**config.mk**
```make
export PLATFORM = sky130hd
export DESIGN_NAME = abu_breakpoint
export DESIGN_NICKNAME = d
export VERILOG_FILES = /design/src/abu_breakpoint.v
export VERILOG_INCLUDE_DIRS = /design/src
export SDC_FILE = /design/constraint.sdc
export NUM_CORES = 1
export LEC_CHECK = 0
export ABC_AREA = 1
export BUFFER_PORTS_ARGS = -buffer_cell sky130_fd_sc_hd__buf_2
export CORE_MARGIN = 1
export CORE_UTILIZATION = 30
export CTS_CLUSTER_DIAMETER = 80
export DETAILED_ROUTE_END_ITERATION = 16
export GPL_TIMING_DRIVEN = 1
export SYNTH_ARGS = -nofsm -noshare
export SYNTH_HDL_FRONTEND = slang
export SYNTH_SLANG_ARGS = --single-unit
export TNS_END_PERCENT = 30
```
**constraint.sdc**
```tcl
create_clock -name pclk -period 1.7 [get_ports pclk]
set_clock_uncertainty 0.2 [all_clocks]
set_input_delay 0.34 -clock pclk [delete_from_list [all_inputs] [get_ports pclk]]
set_output_delay 0.34 -clock pclk [all_outputs]
set_load 0.01 [all_outputs]
```
**src/abu_defs.vh**
```
`ifndef ABU_DEFS_VH
`define ABU_DEFS_VH
// Register byte offsets on the APB bus.
`define ABU_OFF_CTRL 12'h000
`define ABU_OFF_ADDRH 12'h004
`define ABU_OFF_ADDRL 12'h008
`define ABU_OFF_WAKE 12'h00C
`define ABU_OFF_FLAGCLR 12'h010
`define ABU_OFF_AUX 12'h014
// Field positions.
`define ABU_BIT_ENABLE 7
`define ABU_BIT_ACTIVE 6
`define ABU_BIT_WAIT 1
`define ABU_BIT_CLRFE 7
`define ABU_BIT_BDWD 0
// Reset values.
`define ABU_RST_BYTE 8'h00
// Break vectors.
`define ABU_VEC_USER 16'hFFFC
`define ABU_VEC_MON 16'hFEFC
`endif

```
**src/abu_breakpoint.v**
```verilog
`include "abu_defs.vh"
`default_nettype none
module abu_breakpoint (
  // Clock, reset and enable
  input wire pclk,
  input wire presetn,
  input wire clk_en,
  // APB slave
  input wire psel,
  input wire penable,
  input wire pwrite,
  input wire [11:0] paddr,
  input wire [31:0] pwdata,
  output reg [31:0] prdata,
  output wire pready,
  output wire pslverr,
  // CPU core side
  input wire [15:0] cpu_addr,
  input wire cpu_addr_valid,
  input wire cpu_instr_last,
  input wire cpu_rti_exec,
  input wire cpu_in_wait,
  input wire cpu_in_stop,
  input wire monitor_mode,
  output wire break_request,
  output wire [15:0] break_vector,
  output reg break_in_progress,
  output wire wake_request,
  // Peripheral gating
  output wire timer_freeze,
  output wire watchdog_inhibit,
  output wire status_clear_allow
);

  reg break_enable_reg;
  reg break_active_flag_reg;
  reg [7:0] addr_high_reg;
  reg [7:0] addr_low_reg;
  reg break_wait_flag_reg;
  reg break_clear_flag_enable_reg;
  reg break_disable_watchdog_reg;
  reg pending_reg;
  // Read data is captured once per read transfer; this flag says the capture has happened.
  reg rd_valid_reg;
  reg [31:0] read_next;
  wire [15:0] bit_equal;

  // A write lands only on the edge that completes the access phase.
  wire wr = psel & penable & pwrite & clk_en;
  wire rd_sel = psel & ~pwrite;
  wire hit_ctrl = (paddr == `ABU_OFF_CTRL);
  wire hit_addrh = (paddr == `ABU_OFF_ADDRH);
  wire hit_addrl = (paddr == `ABU_OFF_ADDRL);
  wire hit_wake = (paddr == `ABU_OFF_WAKE);
  wire hit_flagclr = (paddr == `ABU_OFF_FLAGCLR);
  wire hit_aux = (paddr == `ABU_OFF_AUX);
  wire addr_ok = hit_ctrl | hit_addrh | hit_addrl | hit_wake | hit_flagclr | hit_aux;
  wire wr_ctrl = wr & hit_ctrl;
  wire wr_addrh = wr & hit_addrh;
  wire wr_addrl = wr & hit_addrl;
  wire wr_wake = wr & hit_wake;
  wire wr_flagclr = wr & hit_flagclr;
  wire wr_aux = wr & hit_aux;
  // Writing 1 to the wait flag has no effect; only a 0 clears it.
  wire wake_clear = wr_wake & ~pwdata[`ABU_BIT_WAIT];
  wire [15:0] break_address = {addr_high_reg, addr_low_reg};

  // One equality cell per address bit keeps the compare path flat and easy to time.
  genvar gi;
  generate
    for (gi = 0; gi < 16; gi = gi + 1) begin : g_cmp
      assign bit_equal[gi] = ~(cpu_addr[gi] ^ break_address[gi]);
    end
  endgenerate

  // Match is only against CPU-generated program addresses.
  wire addr_match = break_enable_reg & cpu_addr_valid & (&bit_equal);
  wire sw_trigger = wr_ctrl & pwdata[`ABU_BIT_ACTIVE];
  wire trigger = addr_match | sw_trigger;

  // A low clock enable stalls the bus, so no write is dropped while state is frozen.
  // A read waits until its data has been captured; with the enable high that costs nothing.
  assign pready = clk_en & (pwrite | rd_valid_reg);
  // Unmapped addresses answer with an error.
  assign pslverr = psel & penable & ~addr_ok;

  // Request is held until the instruction boundary.
  assign break_request = (pending_reg | trigger) & cpu_instr_last &
                         ~break_in_progress;
  assign break_vector = monitor_mode ? `ABU_VEC_MON : `ABU_VEC_USER;
  assign wake_request = (pending_reg | trigger) & (cpu_in_stop | cpu_in_wait);
  assign timer_freeze = break_in_progress;
  assign watchdog_inhibit = break_in_progress & break_disable_watchdog_reg;
  // Outside a break status clears are always permitted.
  assign status_clear_allow = ~break_in_progress | break_clear_flag_enable_reg;

  always @(posedge pclk or negedge presetn) begin
    if (!presetn) begin
      break_enable_reg <= 1'b0;
    end else if (clk_en) begin
      if (wr_ctrl) begin
        break_enable_reg <= pwdata[`ABU_BIT_ENABLE];
      end
    end
  end

  // A hardware match wins over a clearing write in the same cycle.
  always @(posedge pclk or negedge presetn) begin
    if (!presetn) begin
      break_active_flag_reg <= 1'b0;
    end else if (clk_en) begin
      if (trigger) begin
        break_active_flag_reg <= 1'b1;
      end else if (wr_ctrl) begin
        break_active_flag_reg <= 1'b0;
      end
    end
  end

  always @(posedge pclk or negedge presetn) begin
    if (!presetn) begin
      addr_high_reg <= `ABU_RST_BYTE;
    end else if (clk_en) begin
      if (wr_addrh) begin
        addr_high_reg <= pwdata[7:0];
      end
    end
  end

  always @(posedge pclk or negedge presetn) begin
    if (!presetn) begin
      addr_low_reg <= `ABU_RST_BYTE;
    end else if (clk_en) begin
      if (wr_addrl) begin
        addr_low_reg <= pwdata[7:0];
      end
    end
  end

  // A wake-up in the same cycle as a clearing write leaves the flag set, so no wake is lost.
  always @(posedge pclk or negedge presetn) begin
    if (!presetn) begin
      break_wait_flag_reg <= 1'b0;
    end else if (clk_en) begin
      if (wake_request) begin
        break_wait_flag_reg <= 1'b1;
      end else if (wake_clear) begin
        break_wait_flag_reg <= 1'b0;
      end
    end
  end

  always @(posedge pclk or negedge presetn) begin
    if (!presetn) begin
      break_clear_flag_enable_reg <= 1'b0;
    end else if (clk_en) begin
      if (wr_flagclr) begin
        break_clear_flag_enable_reg <= pwdata[`ABU_BIT_CLRFE];
      end
    end
  end

  always @(posedge pclk or negedge presetn) begin
    if (!presetn) begin
      break_disable_watchdog_reg <= 1'b0;
    end else if (clk_en) begin
      if (wr_aux) begin
        break_disable_watchdog_reg <= pwdata[`ABU_BIT_BDWD];
      end
    end
  end

  // A trigger that misses the instruction boundary waits here for the next one.
  always @(posedge pclk or negedge presetn) begin
    if (!presetn) begin
      pending_reg <= 1'b0;
    end else if (clk_en) begin
      if (break_request) begin
        pending_reg <= 1'b0;
      end else if (trigger && !break_in_progress) begin
        pending_reg <= 1'b1;
      end
    end
  end

  always @(posedge pclk or negedge presetn) begin
    if (!presetn) begin
      break_in_progress <= 1'b0;
    end else if (clk_en) begin
      if (break_request) begin
        break_in_progress <= 1'b1;
      end else if (cpu_rti_exec) begin
        break_in_progress <= 1'b0;
      end
    end
  end

  // The flag drops on the completing edge, so a back-to-back read captures afresh.
  always @(posedge pclk or negedge presetn) begin
    if (!presetn) begin
      rd_valid_reg <= 1'b0;
    end else if (clk_en) begin
      if (psel && penable && pready) begin
        rd_valid_reg <= 1'b0;
      end else if (rd_sel && !rd_valid_reg) begin
        rd_valid_reg <= 1'b1;
      end
    end
  end

  always @* begin
    read_next = 32'h00000000;
    if (hit_ctrl) begin
      read_next = {24'h000000, break_enable_reg, break_active_flag_reg, 6'h00};
    end else if (hit_addrh) begin
      read_next = {24'h000000, addr_high_reg};
    end else if (hit_addrl) begin
      read_next = {24'h000000, addr_low_reg};
    end else if (hit_wake) begin
      read_next = {30'h00000000, break_wait_flag_reg, 1'b0};
    end else if (hit_flagclr) begin
      read_next = {24'h000000, break_clear_flag_enable_reg, 7'h00};
    end else if (hit_aux) begin
      read_next = {31'h00000000, break_disable_watchdog_reg};
    end else begin
      read_next = 32'h00000000;
    end
  end

  // Read data is taken once per transfer and then stands until the next read.
  always @(posedge pclk or negedge presetn) begin
    if (!presetn) begin
      prdata <= 32'h00000000;
    end else if (clk_en) begin
      if (rd_sel && !rd_valid_reg) begin
        prdata <= read_next;
      end
    end
  end

endmodule // abu_breakpoint
`default_nettype wire

```
# --- After elaboration in Yosys (flattened, before gate mapping) ---
# Cells that the tools add are included.
classes:
  eq_ne: 5
  mux: 17
  bitwise_logic: 66
  reduce_logical: 24
ops:
  columns: ["cell", "n"]
  rows:
  - ["$mux W8", 5]
  - ["$eq A12 B4 Y1 const B", 2]
  - ["$eq A12 B5 Y1 const B", 2]
  - ["$reduce_and A2 Y1", 11]
  - ["$and A1 B1 Y1", 20]
  - ["$not A1 Y1", 20]
  - ["$reduce_and A16 Y1", 1]
  - ["$xor A1 B1 Y1", 16]
  - ["$eq A12 B3 Y1 const B", 1]
  - ["$logic_not A12 Y1", 1]
  - ["$mux W1", 11]
  - ["$or A1 B1 Y1", 10]
  - ["$reduce_bool A2 Y1", 5]
  - ["$mux W9", 1]
  - ["$logic_and A1 B1 Y1", 4]
  - ["$logic_not A1 Y1", 2]
totals:
  regBits: 56
  in_bits: 72
  output_inout_bits: 56
  wordCells: 123

# --- Depth between registers and ports, before layout ---
# Gate-level depths: netlist (run 1).
logic_depth:
  word_depth: 11
  depth_mapped: 12
  depth_no_buf: 12

# --- Worst setup path after synthesis (run 1) ---
# No wires, ideal clock.
synth_path:
  path_kind: "in2out"
  startpoint: "in clk_en"
  endpoint: "out wake_request"
  arrival_time_ns: 1.261
  required_ns: 1.160
  slack_ns: -0.101
  stages: 9
  n_path_buf: 1
  path_cell_list: "buf_4 -> inv_2 -> nor3_4 -> inv_2 -> nor2_4 -> nand2_2 -> nand3_2 -> o21ai_0 -> inv_1"
synth_between:
  elab_chain_cells: 6
synth_lines:
  columns: ["element", "line_no", "text"]
  rows:
  - ["start: declaration", "abu_breakpoint.v:7", "input wire clk_en,"]
  - ["$and A1 B1 Y1", "abu_breakpoint.v:49", "wire wr = psel & penable & pwrite & clk_en;"]
  - ["$and A1 B1 Y1", "abu_breakpoint.v:58", "wire wr_ctrl = wr & hit_ctrl;"]
  - ["$and A1 B1 Y1", "abu_breakpoint.v:78", "wire sw_trigger = wr_ctrl & pwdata[`ABU_BIT_ACTIVE];"]
  - ["$or A1 B1 Y1", "abu_breakpoint.v:79", "wire trigger = addr_match | sw_trigger;"]
  - ["$or A1 B1 Y1", "abu_breakpoint.v:91", "assign wake_request = (pending_reg | trigger) & (cpu_in_stop | cpu_in_wait);"]
  - ["$and A1 B1 Y1", "abu_breakpoint.v:91", null]
  - ["end: declaration", "abu_breakpoint.v:28", "output wire wake_request,"]
# Every way passes these cells.

# --- Worst setup path after layout (run 1) ---
layout_path:
  startpoint: "reg addr_high_reg[1]"
  endpoint: "out wake_request"
layout_between:
  elab_chain_cells: 7
layout_lines:
  columns: ["element", "line_no", "text"]
  rows:
  - ["start: declaration", "abu_breakpoint.v:37", "reg [7:0] addr_high_reg;"]
  - ["start signal: assignment", "abu_breakpoint.v:122", "addr_high_reg <= `ABU_RST_BYTE;"]
  - ["start signal: assignment", "abu_breakpoint.v:125", "addr_high_reg <= pwdata[7:0];"]
  - ["$xor A1 B1 Y1", "abu_breakpoint.v:72", "assign bit_equal[gi] = ~(cpu_addr[gi] ^ break_address[gi]);"]
  - ["$not A1 Y1", "abu_breakpoint.v:72", null]
  - ["$reduce_and A16 Y1", "abu_breakpoint.v:77", "wire addr_match = break_enable_reg & cpu_addr_valid & (&bit_equal);"]
  - ["$and A1 B1 Y1", "abu_breakpoint.v:77", null]
  - ["$or A1 B1 Y1", "abu_breakpoint.v:79", null]
  - ["$or A1 B1 Y1", "abu_breakpoint.v:91", null]
  - ["$and A1 B1 Y1", "abu_breakpoint.v:91", null]
# Every way passes these cells.

==> impl_metrics.ini, run 1 <==
[power_and_ir_drop]
power_mw = 1.70
irDropWorstVdd_mv = 0.253
p_per_area_mw_per_mm2 = 534
leakagePower_nw = 1.87

[clock_network]
cts_tree = yes
clk_latency_ns = 0.28
cts_max_level = 2
clk_pin_slew_worst_paths_ns = 0.07
cts_buffers = 5
cts_root_buf = clkbuf_8
ctsLongestPathBuffers = 2
clkSinkCount = 32

[timing]
fin_ws_ns = -0.430
slew_viol_final = 0
period_needed_ns = 2.13
max_freq_ghz = 0.469
setup_viol = 3
rsz0062_at_grt = yes
fin_tns_setup_ns = -1.04
finalCritPeriodShare = 1.25
hold_violations = 0

[yosys]
yosysWarnings = 0
synth_flop_cell = dfrtp_1
yosysTopAreaCellShare = 0.357
synth_area_sq_mm = 0.00225
seq_area_frac_synth = 0.357
synth_edf_count = 0
ys_async_sr_fraction = 1.00
yosys-top-cells-area = dfrtp_1 (36%), nand2_1 (18%), buf_4 (14%), inv_1 (9.9%), o21ai_0 (4.5%)
synth_top_area_cell = dfrtp_1
syn_inst = 330
ys_ff_latch = 32
yosysUniqueCellTypes = 30
syn_avg_cell_area_sq_um = 6.81

[global_routing]
grt_pass1_wl_microns = 9320
grtUsageTotal = 0.158
overflow = 0
grt_max_degree = 33
first_global_vias = 2112
antenna_found_initial = 0

[worst_setup_path]
setup.worst_path.end_class = output pin
cp_common_cell = nand2_1
path_delay_family = simple AND/OR/NAND/NOR gates
critPathSlowestCell = dfrtp_1
r2r_cells = 8
path_cells = inv_1 -> nand2_1 -> nand2_1 -> nor2_1 -> nand2_1 -> nor2_1 -> nand3_2 -> nand3_4 -> o21ai_1 -> inv_1 -> buf_2
slowest_delay_ns = 0.36
critPathBufInv = 3
startpoint_type = flop
cp.depth = 11
worstPathRequired_ns = 1.16
r2r_setup_slack_ns = 0.09
cp_max_fo = 4
timing.rr.end = break_wait_flag_reg$_DFFE_PN0P_
critPathKind = reg -> out
r2r-start = addr_high_reg[7]$_DFFE_PN0P_
cp-endpoint = wake_request
critPathLaunch = addr_high_reg[1]$_DFFE_PN0P_
worstPathArrival_ns = 1.59

[job]
cap_violations = 0

[layout]
nFillCells = 764
area_growth_pct = 41.7
antenna_cells = 0
multiInputGateArea_sq_mm = 0.00119
drive_above_1_share = 0.357
fin_util = 0.439
seqCellArea_sq_um = 801
nets = 517

[routing]
viasPerCell = 4.12
totalWireLength_microns = 5930
wl_per_cell_microns = 10.9
ant_nets = 0
initialDrtViolationCount = 76
num_vias = 2242
drt_first_pass_iters = 4
drc = 0

[placement]
dp_hpwl_microns = 4560
io_buffers = 64
pre_cts_slack_ns = -0.281
routabilityCongestion = 0.837

[floorplan]
die_h_microns = 88.5
coreArea_sq_mm = 0.00725
rows = 31
die-width_microns = 88.5
design.die.area_sq_mm = 0.00784
initial_core_util = 0.310
io_pins = 128

[min_path]
min_path_type = in -> reg

[outcome]
status = finished with violations
violations = setup timing
==> cells in the final DEF (no fill, tap or decap) <==
cell            n
dlygate4sd3_1   1
buf_4          44
nor4_4          1
nand2_1        96
nor3_4          3
nand2_2         5
inv_2           7
or2_2           3
nand4_1         2
inv_1          54
buf_12          2
o21ai_0        19
o31ai_1         1
conb_1         39
clkbuf_8        5
buf_6           7
nor2_4          5
nand3_4         2
buf_2          60
nor2_2          3
o211ai_1        1
clkbuf_1        1
nand2_4         7
nand3_2         2
nor2_1         14
o22ai_1         2
o21a_1          1
a21oi_1         2
mux2i_1         1
o221ai_1        2
nand3_1         7
clkinv_2        1
dfrtp_1        32
xnor2_1         1
o22ai_2         1
xor2_1          1
nand4_2         1
o21ai_1         9
==> Yosys cell counts (2+ instances only) <==
master    instances
nor2_1           19
nand3_1           9
buf_4            41
nand4_1           2
nand2_1         105
nor2_4            2
nand2_2           3
or2_2             3
dfrtp_1          32
inv_2             2
inv_1            59
nor3_1            2
nand3_2           2
o21ai_1           8
a21oi_1           2
o21ai_0          20
conb_1            2
buf_2             2
o221ai_1          2
o22ai_1           3
==> worst reg2reg max path, delay by kind of cell, from the launching register on <==
family          cells  cell delay, ns
compound gates      1            0.15
buf+inv             1            0.06
flops               1            0.36
simple gates        6            0.71
==> report_power, final <==
part           internal (mW)  total (mW)  switching (mW)
Sequential             0.780       0.797          0.0166
Clock                  0.278       0.545           0.267
Combinational          0.141       0.357           0.216
Total                   1.20        1.70           0.500
==> cell families after synthesis <==
logic type / count (synthesis) / share of synthesized area
AO/OA/AOI/OAI: 38 / 0.0930
buffers and inverters: 104 / 0.243
other: 2 / 0.00334
AND/OR/NAND/NOR: 151 / 0.291
XOR/XNOR: 2 / 0.00780
flip-flops: 32 / 0.357
multiplexers: 1 / 0.00446
==> per-stage QoR <==
step | hold slack (ns) | cell area (sq um) | cells
6_report | 0.0926 | 3180 | 544
5_1_grt | 0.106 | 3180 | 544
4_1_cts | 0.0889 | 2980 | 536
3_5_place_dp | 0.110 | 2860 | 527
3_3_place_gp | 0.116 | 2860 | 527
2_1_floorplan | -0.156 | 2410 | 367
==> repair_timing <==
action / in CTS / in global routing
pin swaps: 3 / 13
endpoints found under the setup margin: 4 / 16
setup buffers: 1 / 8
gates cloned: 0 / 0
hold buffers: 1 / 0
endpoints found under the hold margin: 32 / 0
gates resized for setup: 4 / 38
==> layer usage <==
metal	track usage	vias to the layer above	wire, microns
li1	-	1150	-
met1	0.191	1010	2720
met2	0.279	73	2860
met3	0.0336	9	284
met4	0.0484	0	74
met5	0	-	0
==> worst min-delay path by stage <==
stage	from	to	cells past startpoint
finish	pwdata[7]	break_clear_flag_enable_reg$_DFFE_PN0P_	3
global route	pwdata[2]	addr_high_reg[2]$_DFFE_PN0P_	3
CTS	pwdata[7]	break_clear_flag_enable_reg$_DFFE_PN0P_	3
detailed placement	presetn	break_in_progress$_DFFE_PN0P_	2
global placement	presetn	pending_reg$_DFFE_PN0P_	2
floorplan	presetn	addr_high_reg[0]$_DFFE_PN0P_	0
==> final cells by class <==
cell class | count | share of cell area
Multi-Input combinational cell | 231 | 0.374
Inverter | 61 | 0.0720
Clock buffer | 6 | 0.0228
Clock inverter | 1 | 0.00157
Tap cell | 99 | 0.0389
Timing Repair Buffer | 114 | 0.239
Sequential cell | 32 | 0.252
Power figures use the tool's default switching activity.
==> inputs of run 2 (changes only) <==
Settings changed: CORE_UTILIZATION 30 to 40, PLACE_DENSITY from default to 0.77, SETUP_SLACK_MARGIN from default to 0.5.
==> impl_metrics.ini, run 2 (same netlist as run 1, synthesis figures left out) <==
[job]
cap_violations = 0

[placement]
pre_cts_slack_ns = -0.270
dp_hpwl_microns = 4280
dpl_cell_area_sq_mm = 0.00285
io_buffers = 64
routabilityCongestion = 0.843
place_inst = 501

[routing]
initialDrtViolationCount = 244
ant_nets = 0
wl_per_cell_microns = 14.2
num_vias = 2534
drt_first_pass_iters = 4
viasPerCell = 4.77
totalWireLength_microns = 7530
drc = 0

[floorplan]
initial_core_util = 0.426
die_h_microns = 76.9
rows = 26
die-width_microns = 76.9
io_pins = 128
design.die.area_sq_mm = 0.00592
coreArea_sq_mm = 0.00527

[min_path]
min_path_type = in -> reg

[worst_setup_path]
critPathSlowestCell = dfrtp_1
worstPathRequired_ns = 1.16
path_cells = inv_1 -> buf_4 -> nand2_1 -> nand3_1 -> nor2_1 -> nand3_2 -> nand3_2 -> o21ai_1 -> inv_1 -> buf_2
cp_max_fo = 3
critPathKind = reg -> out
setup.worst_path.end_class = output pin
startpoint_type = flop
worstPathArrival_ns = 1.65
critPathBufInv = 4
slowest_delay_ns = 0.36
path_delay_family = simple AND/OR/NAND/NOR gates

[clock_network]
cts_buffers = 5
ctsLongestPathBuffers = 2
clk_pin_slew_worst_paths_ns = 0.08
cts_max_level = 2
cts_root_buf = clkbuf_8
clkSinkCount = 32
clk_latency_ns = 0.29
cts_tree = yes

[timing]
max_freq_ghz = 0.457
hold_violations = 0
fin_ws_ns = -0.488
holdWs_ns = 0.0796
slew_viol_final = 0
period_needed_ns = 2.19
finalCritPeriodShare = 1.29
rsz0062_at_grt = yes
setup_viol = 7
fin_tns_setup_ns = -1.27

[layout]
fin_util = 0.679
final_cell_mix = nand2_1 (85), buf_2 (50), buf_4 (43)
antenna_cells = 0
final_common_cell = nand2_1
nets = 532
area_growth_pct = 59.4
final_area_sq_mm = 0.00358
stdcell_count = 531
drive_above_1_share = 0.477

[global_routing]
grt_use_met2 = 0.396
overflow = 0
grt_util_met1 = 0.279
busiest_layer = met2
antenna_found_initial = 0
grt_max_degree = 33
first_global_vias = 2308
grt_pass1_wl_microns = 10600
grtUsageMet3 = 0.0452
grtUsageTotal = 0.231

[power_and_ir_drop]
power_mw = 1.84
leakagePower_nw = 2.02
p_per_area_mw_per_mm2 = 515
irDropWorstVdd_mv = 0.483

[outcome]
status = finished with violations
violations = setup timing
-- run 2: cell count changes in the layout (fill, tap and decap cells not counted), moves of 8 or more --
cell,previous run,this run
inv_1,54,41
nand2_1,96,85
o21ai_2,0,8
buf_2,60,50
nand2_2,5,15
inv_2,7,19
o21ai_0,19,3
o21ai_1,9,17
buf_6,7,31
-- run 2: cell type report --
| class | count | area, sq um |
|---|---|---|
| inverter | 61 | 241 |
| clock inverter | 2 | 10.0 |
| tap | 70 | 87.6 |
| multi-input combinational | 232 | 1370 |
| timing repair buffer | 128 | 992 |
| fill | 398 | 1690 |
| sequential | 32 | 802 |
| clock buffer | 6 | 82.6 |
-- run 2: repair_timing --
item / in CTS / in global routing
setup endpoints to repair: 47 / 47
pin swaps: 35 / 47
hold endpoints to repair: 32 / 0
resized for setup: 93 / 44
cloned: 1 / 1
hold buffers: 1 / 0
buffers inserted: 10 / 9
-- run 2: final timing paths --
check	slack (ns)	endpoint	cells after the start	start
max	-0.49	wake_request	10	addr_high_reg[7]$_DFFE_PN0P_
min	0.08	break_in_progress$_DFFE_PN0P_	4	cpu_rti_exec
max reg2reg	-0.01	pending_reg$_DFFE_PN0P_	11	addr_high_reg[7]$_DFFE_PN0P_
min reg2reg	0.28	prdata[3]$_DFFE_PN0P_	2	prdata[3]$_DFFE_PN0P_
max in group asynchronous	0.70	break_in_progress$_DFFE_PN0P_	3	presetn
min in group asynchronous	0.35	break_enable_reg$_DFFE_PN0P_	3	presetn
-- run 2: report_power, final --
| part | switching [mW] | internal, mW | leakage [nW] |
|---|---|---|---|
| combinational | 0.241 | 0.178 | 1.55 |
| sequential | 0.0228 | 0.781 | 0.422 |
| clock | 0.297 | 0.323 | 0.0510 |
| total | 0.561 | 1.28 | 2.02 |
-- run 2: worst register-to-register path, cell delays in order, from the launching register on --
cell,delay [ns]
dfrtp_1,0.36
inv_1,0.06
buf_4,0.14
nand2_1,0.06
nand3_1,0.09
nor2_1,0.18
nand3_2,0.13
nand3_2,0.12
buf_4,0.12
nand3_2,0.06
nand2_1,0.06
inv_1,0.03
-- run 2: metal layers --
metal | share of wire | vias to the layer above
met5 | 0 | -
met4 | 0.051 | 0
met3 | 0.074 | 33
met2 | 0.50 | 135
met1 | 0.38 | 1180
li1 | - | 1186
==> inputs of run 3 (changes only) <==
Settings changed: CORE_UTILIZATION 40 to 41, CTS_BUF_LIST from default to sky130_fd_sc_hd__clkbuf_8, HOLD_SLACK_MARGIN from default to 0.06, PLACE_DENSITY 0.77 to 0.78.
==> impl_metrics.ini, run 3 (same netlist as run 1, synthesis figures left out) <==
[outcome]
status = finished with violations
violations = setup timing

[layout]
antenna_cells = 0
nets = 523
multiInputGateArea_sq_mm = 0.00143
final_cell_mix = nand2_1 (79), buf_2 (54), inv_1 (47)
stdcell_count = 522
drive_above_1_share = 0.478
area_growth_pct = 56.9
nFillCells = 399
seqCellArea_sq_um = 801
final_common_cell = nand2_1

[timing]
max_freq_ghz = 0.437
rsz0062_at_grt = yes
finalCritPeriodShare = 1.35
period_needed_ns = 2.29
hold_violations = 0
holdWs_ns = 0.0993
fin_tns_setup_ns = -2.40
slew_viol_final = 0
setup_viol = 11
fin_ws_ns = -0.589

[clock_network]
clk_latency_ns = 0.30
clkSinkCount = 32
cts_root_buf = clkbuf_8
cts_buffers = 5
cts_max_level = 2
cts_tree = yes
clk_pin_slew_worst_paths_ns = 0.06
ctsLongestPathBuffers = 2

[floorplan]
io_pins = 128
initial_core_util = 0.431
design.die.area_sq_mm = 0.00578
die_h_microns = 76.0
rows = 26
die-width_microns = 76.0
coreArea_sq_mm = 0.00520

[global_routing]
grtUsageTotal = 0.228
first_global_vias = 2286
grt_max_degree = 33
overflow = 0
antenna_found_initial = 0
grt_pass1_wl_microns = 10400

[min_path]
min_path_type = in -> reg

[placement]
routabilityCongestion = 0.902
dp_hpwl_microns = 4270
place_inst = 497
io_buffers = 64

[routing]
wl_per_cell_microns = 14.8
drt_first_pass_iters = 5
drc = 0
num_vias = 2555
ant_nets = 0
initialDrtViolationCount = 170
totalWireLength_microns = 7750
viasPerCell = 4.89

[worst_setup_path]
worstPathRequired_ns = 1.16
critPathKind = reg -> out
cp_max_fo = 3
startpoint_type = flop
setup.worst_path.end_class = output pin
worstPathArrival_ns = 1.75

[job]
cap_violations = 0

[power_and_ir_drop]
p_per_area_mw_per_mm2 = 515
power_mw = 1.82
leakagePower_nw = 1.94
irDropWorstVdd_mv = 0.604
-- run 3: cell types whose count changed in the layout (fill, tap and decap cells not counted), moves of 4 or more --
cell     previous run  this run
buf_2              50        54
buf_4              43        38
buf_6              31        23
inv_1              41        47
inv_2              19        14
nand2_1            85        79
o21ai_1            17        12
-- run 3: cell type report --
| cell class | count | area share |
|---|---|---|
| Inverter | 61 | 0.0692 |
| Timing Repair Buffer | 119 | 0.248 |
| Clock buffer | 6 | 0.0234 |
| Clock inverter | 2 | 0.00213 |
| Multi-Input combinational cell | 232 | 0.405 |
| Tap cell | 70 | 0.0248 |
| Sequential cell | 32 | 0.227 |
-- run 3: power breakdown --
group	switching (mW)	leakage, nW	total [mW]	internal, mW
Sequential	0.0193	0.423	0.800	0.780
Combinational	0.251	1.46	0.412	0.161
Clock	0.286	0.0538	0.604	0.318
Total	0.556	1.94	1.82	1.26
-- run 3: layer usage --
metal / share of wire / GRT usage / up-vias
met5: 0 / 0 / -
met4: 0.055 / 0.0673 / 0
met3: 0.067 / 0.0551 / 41
met2: 0.50 / 0.405 / 143
met1: 0.38 / 0.272 / 1203
li1: - / - / 1168
-- run 3: final timing paths --
| kind | end | depth (start not counted) | slack [ns] | start |
|---|---|---|---|---|
| setup / recovery | wake_request | 10 | -0.59 | addr_high_reg[0]$_DFFE_PN0P_ |
| hold / removal | addr_low_reg[5]$_DFFE_PN0P_ | 3 | 0.1 | pwdata[5] |
| setup reg to reg | pending_reg$_DFFE_PN0P_ | 11 | -0.12 | addr_high_reg[0]$_DFFE_PN0P_ |
| hold reg to reg | prdata[3]$_DFFE_PN0P_ | 2 | 0.28 | prdata[3]$_DFFE_PN0P_ |
| max in group asynchronous | prdata[7]$_DFFE_PN0P_ | 3 | 0.60 | presetn |
| min in group asynchronous | addr_low_reg[3]$_DFFE_PN0P_ | 3 | 0.40 | presetn |
-- run 3: metrics by stage --
step	instance area [sq um]	util	setup slack (ns)
floorplan	2430	-	-0.0547
global placement	2820	0.542	-0.253
detailed placement	2820	0.542	-0.325
CTS	3230	0.620	-0.430
global route	3520	0.677	-0.703
finish	3520	0.677	-0.589
-- run 3: critical path: stages (launching register included) --
cell and delay [ns]:
dfrtp_1 0.39, inv_1 0.08, buf_4 0.15, nand2_1 0.09
nand3_2 0.10, nor2_2 0.14, nand3_2 0.14, nand3_2 0.12
o21ai_1 0.07, inv_1 0.05, buf_2 0.11
-- run 3: what timing repair did --
item                                    in CTS  in global routing
cloned                                       1                  0
endpoints found under the hold margin       32                  0
endpoints found under the setup margin      47                 47
setup buffers                               12                  3
hold buffers                                 1                  0
gates resized for setup                     56                 86
pin swaps                                   31                 40
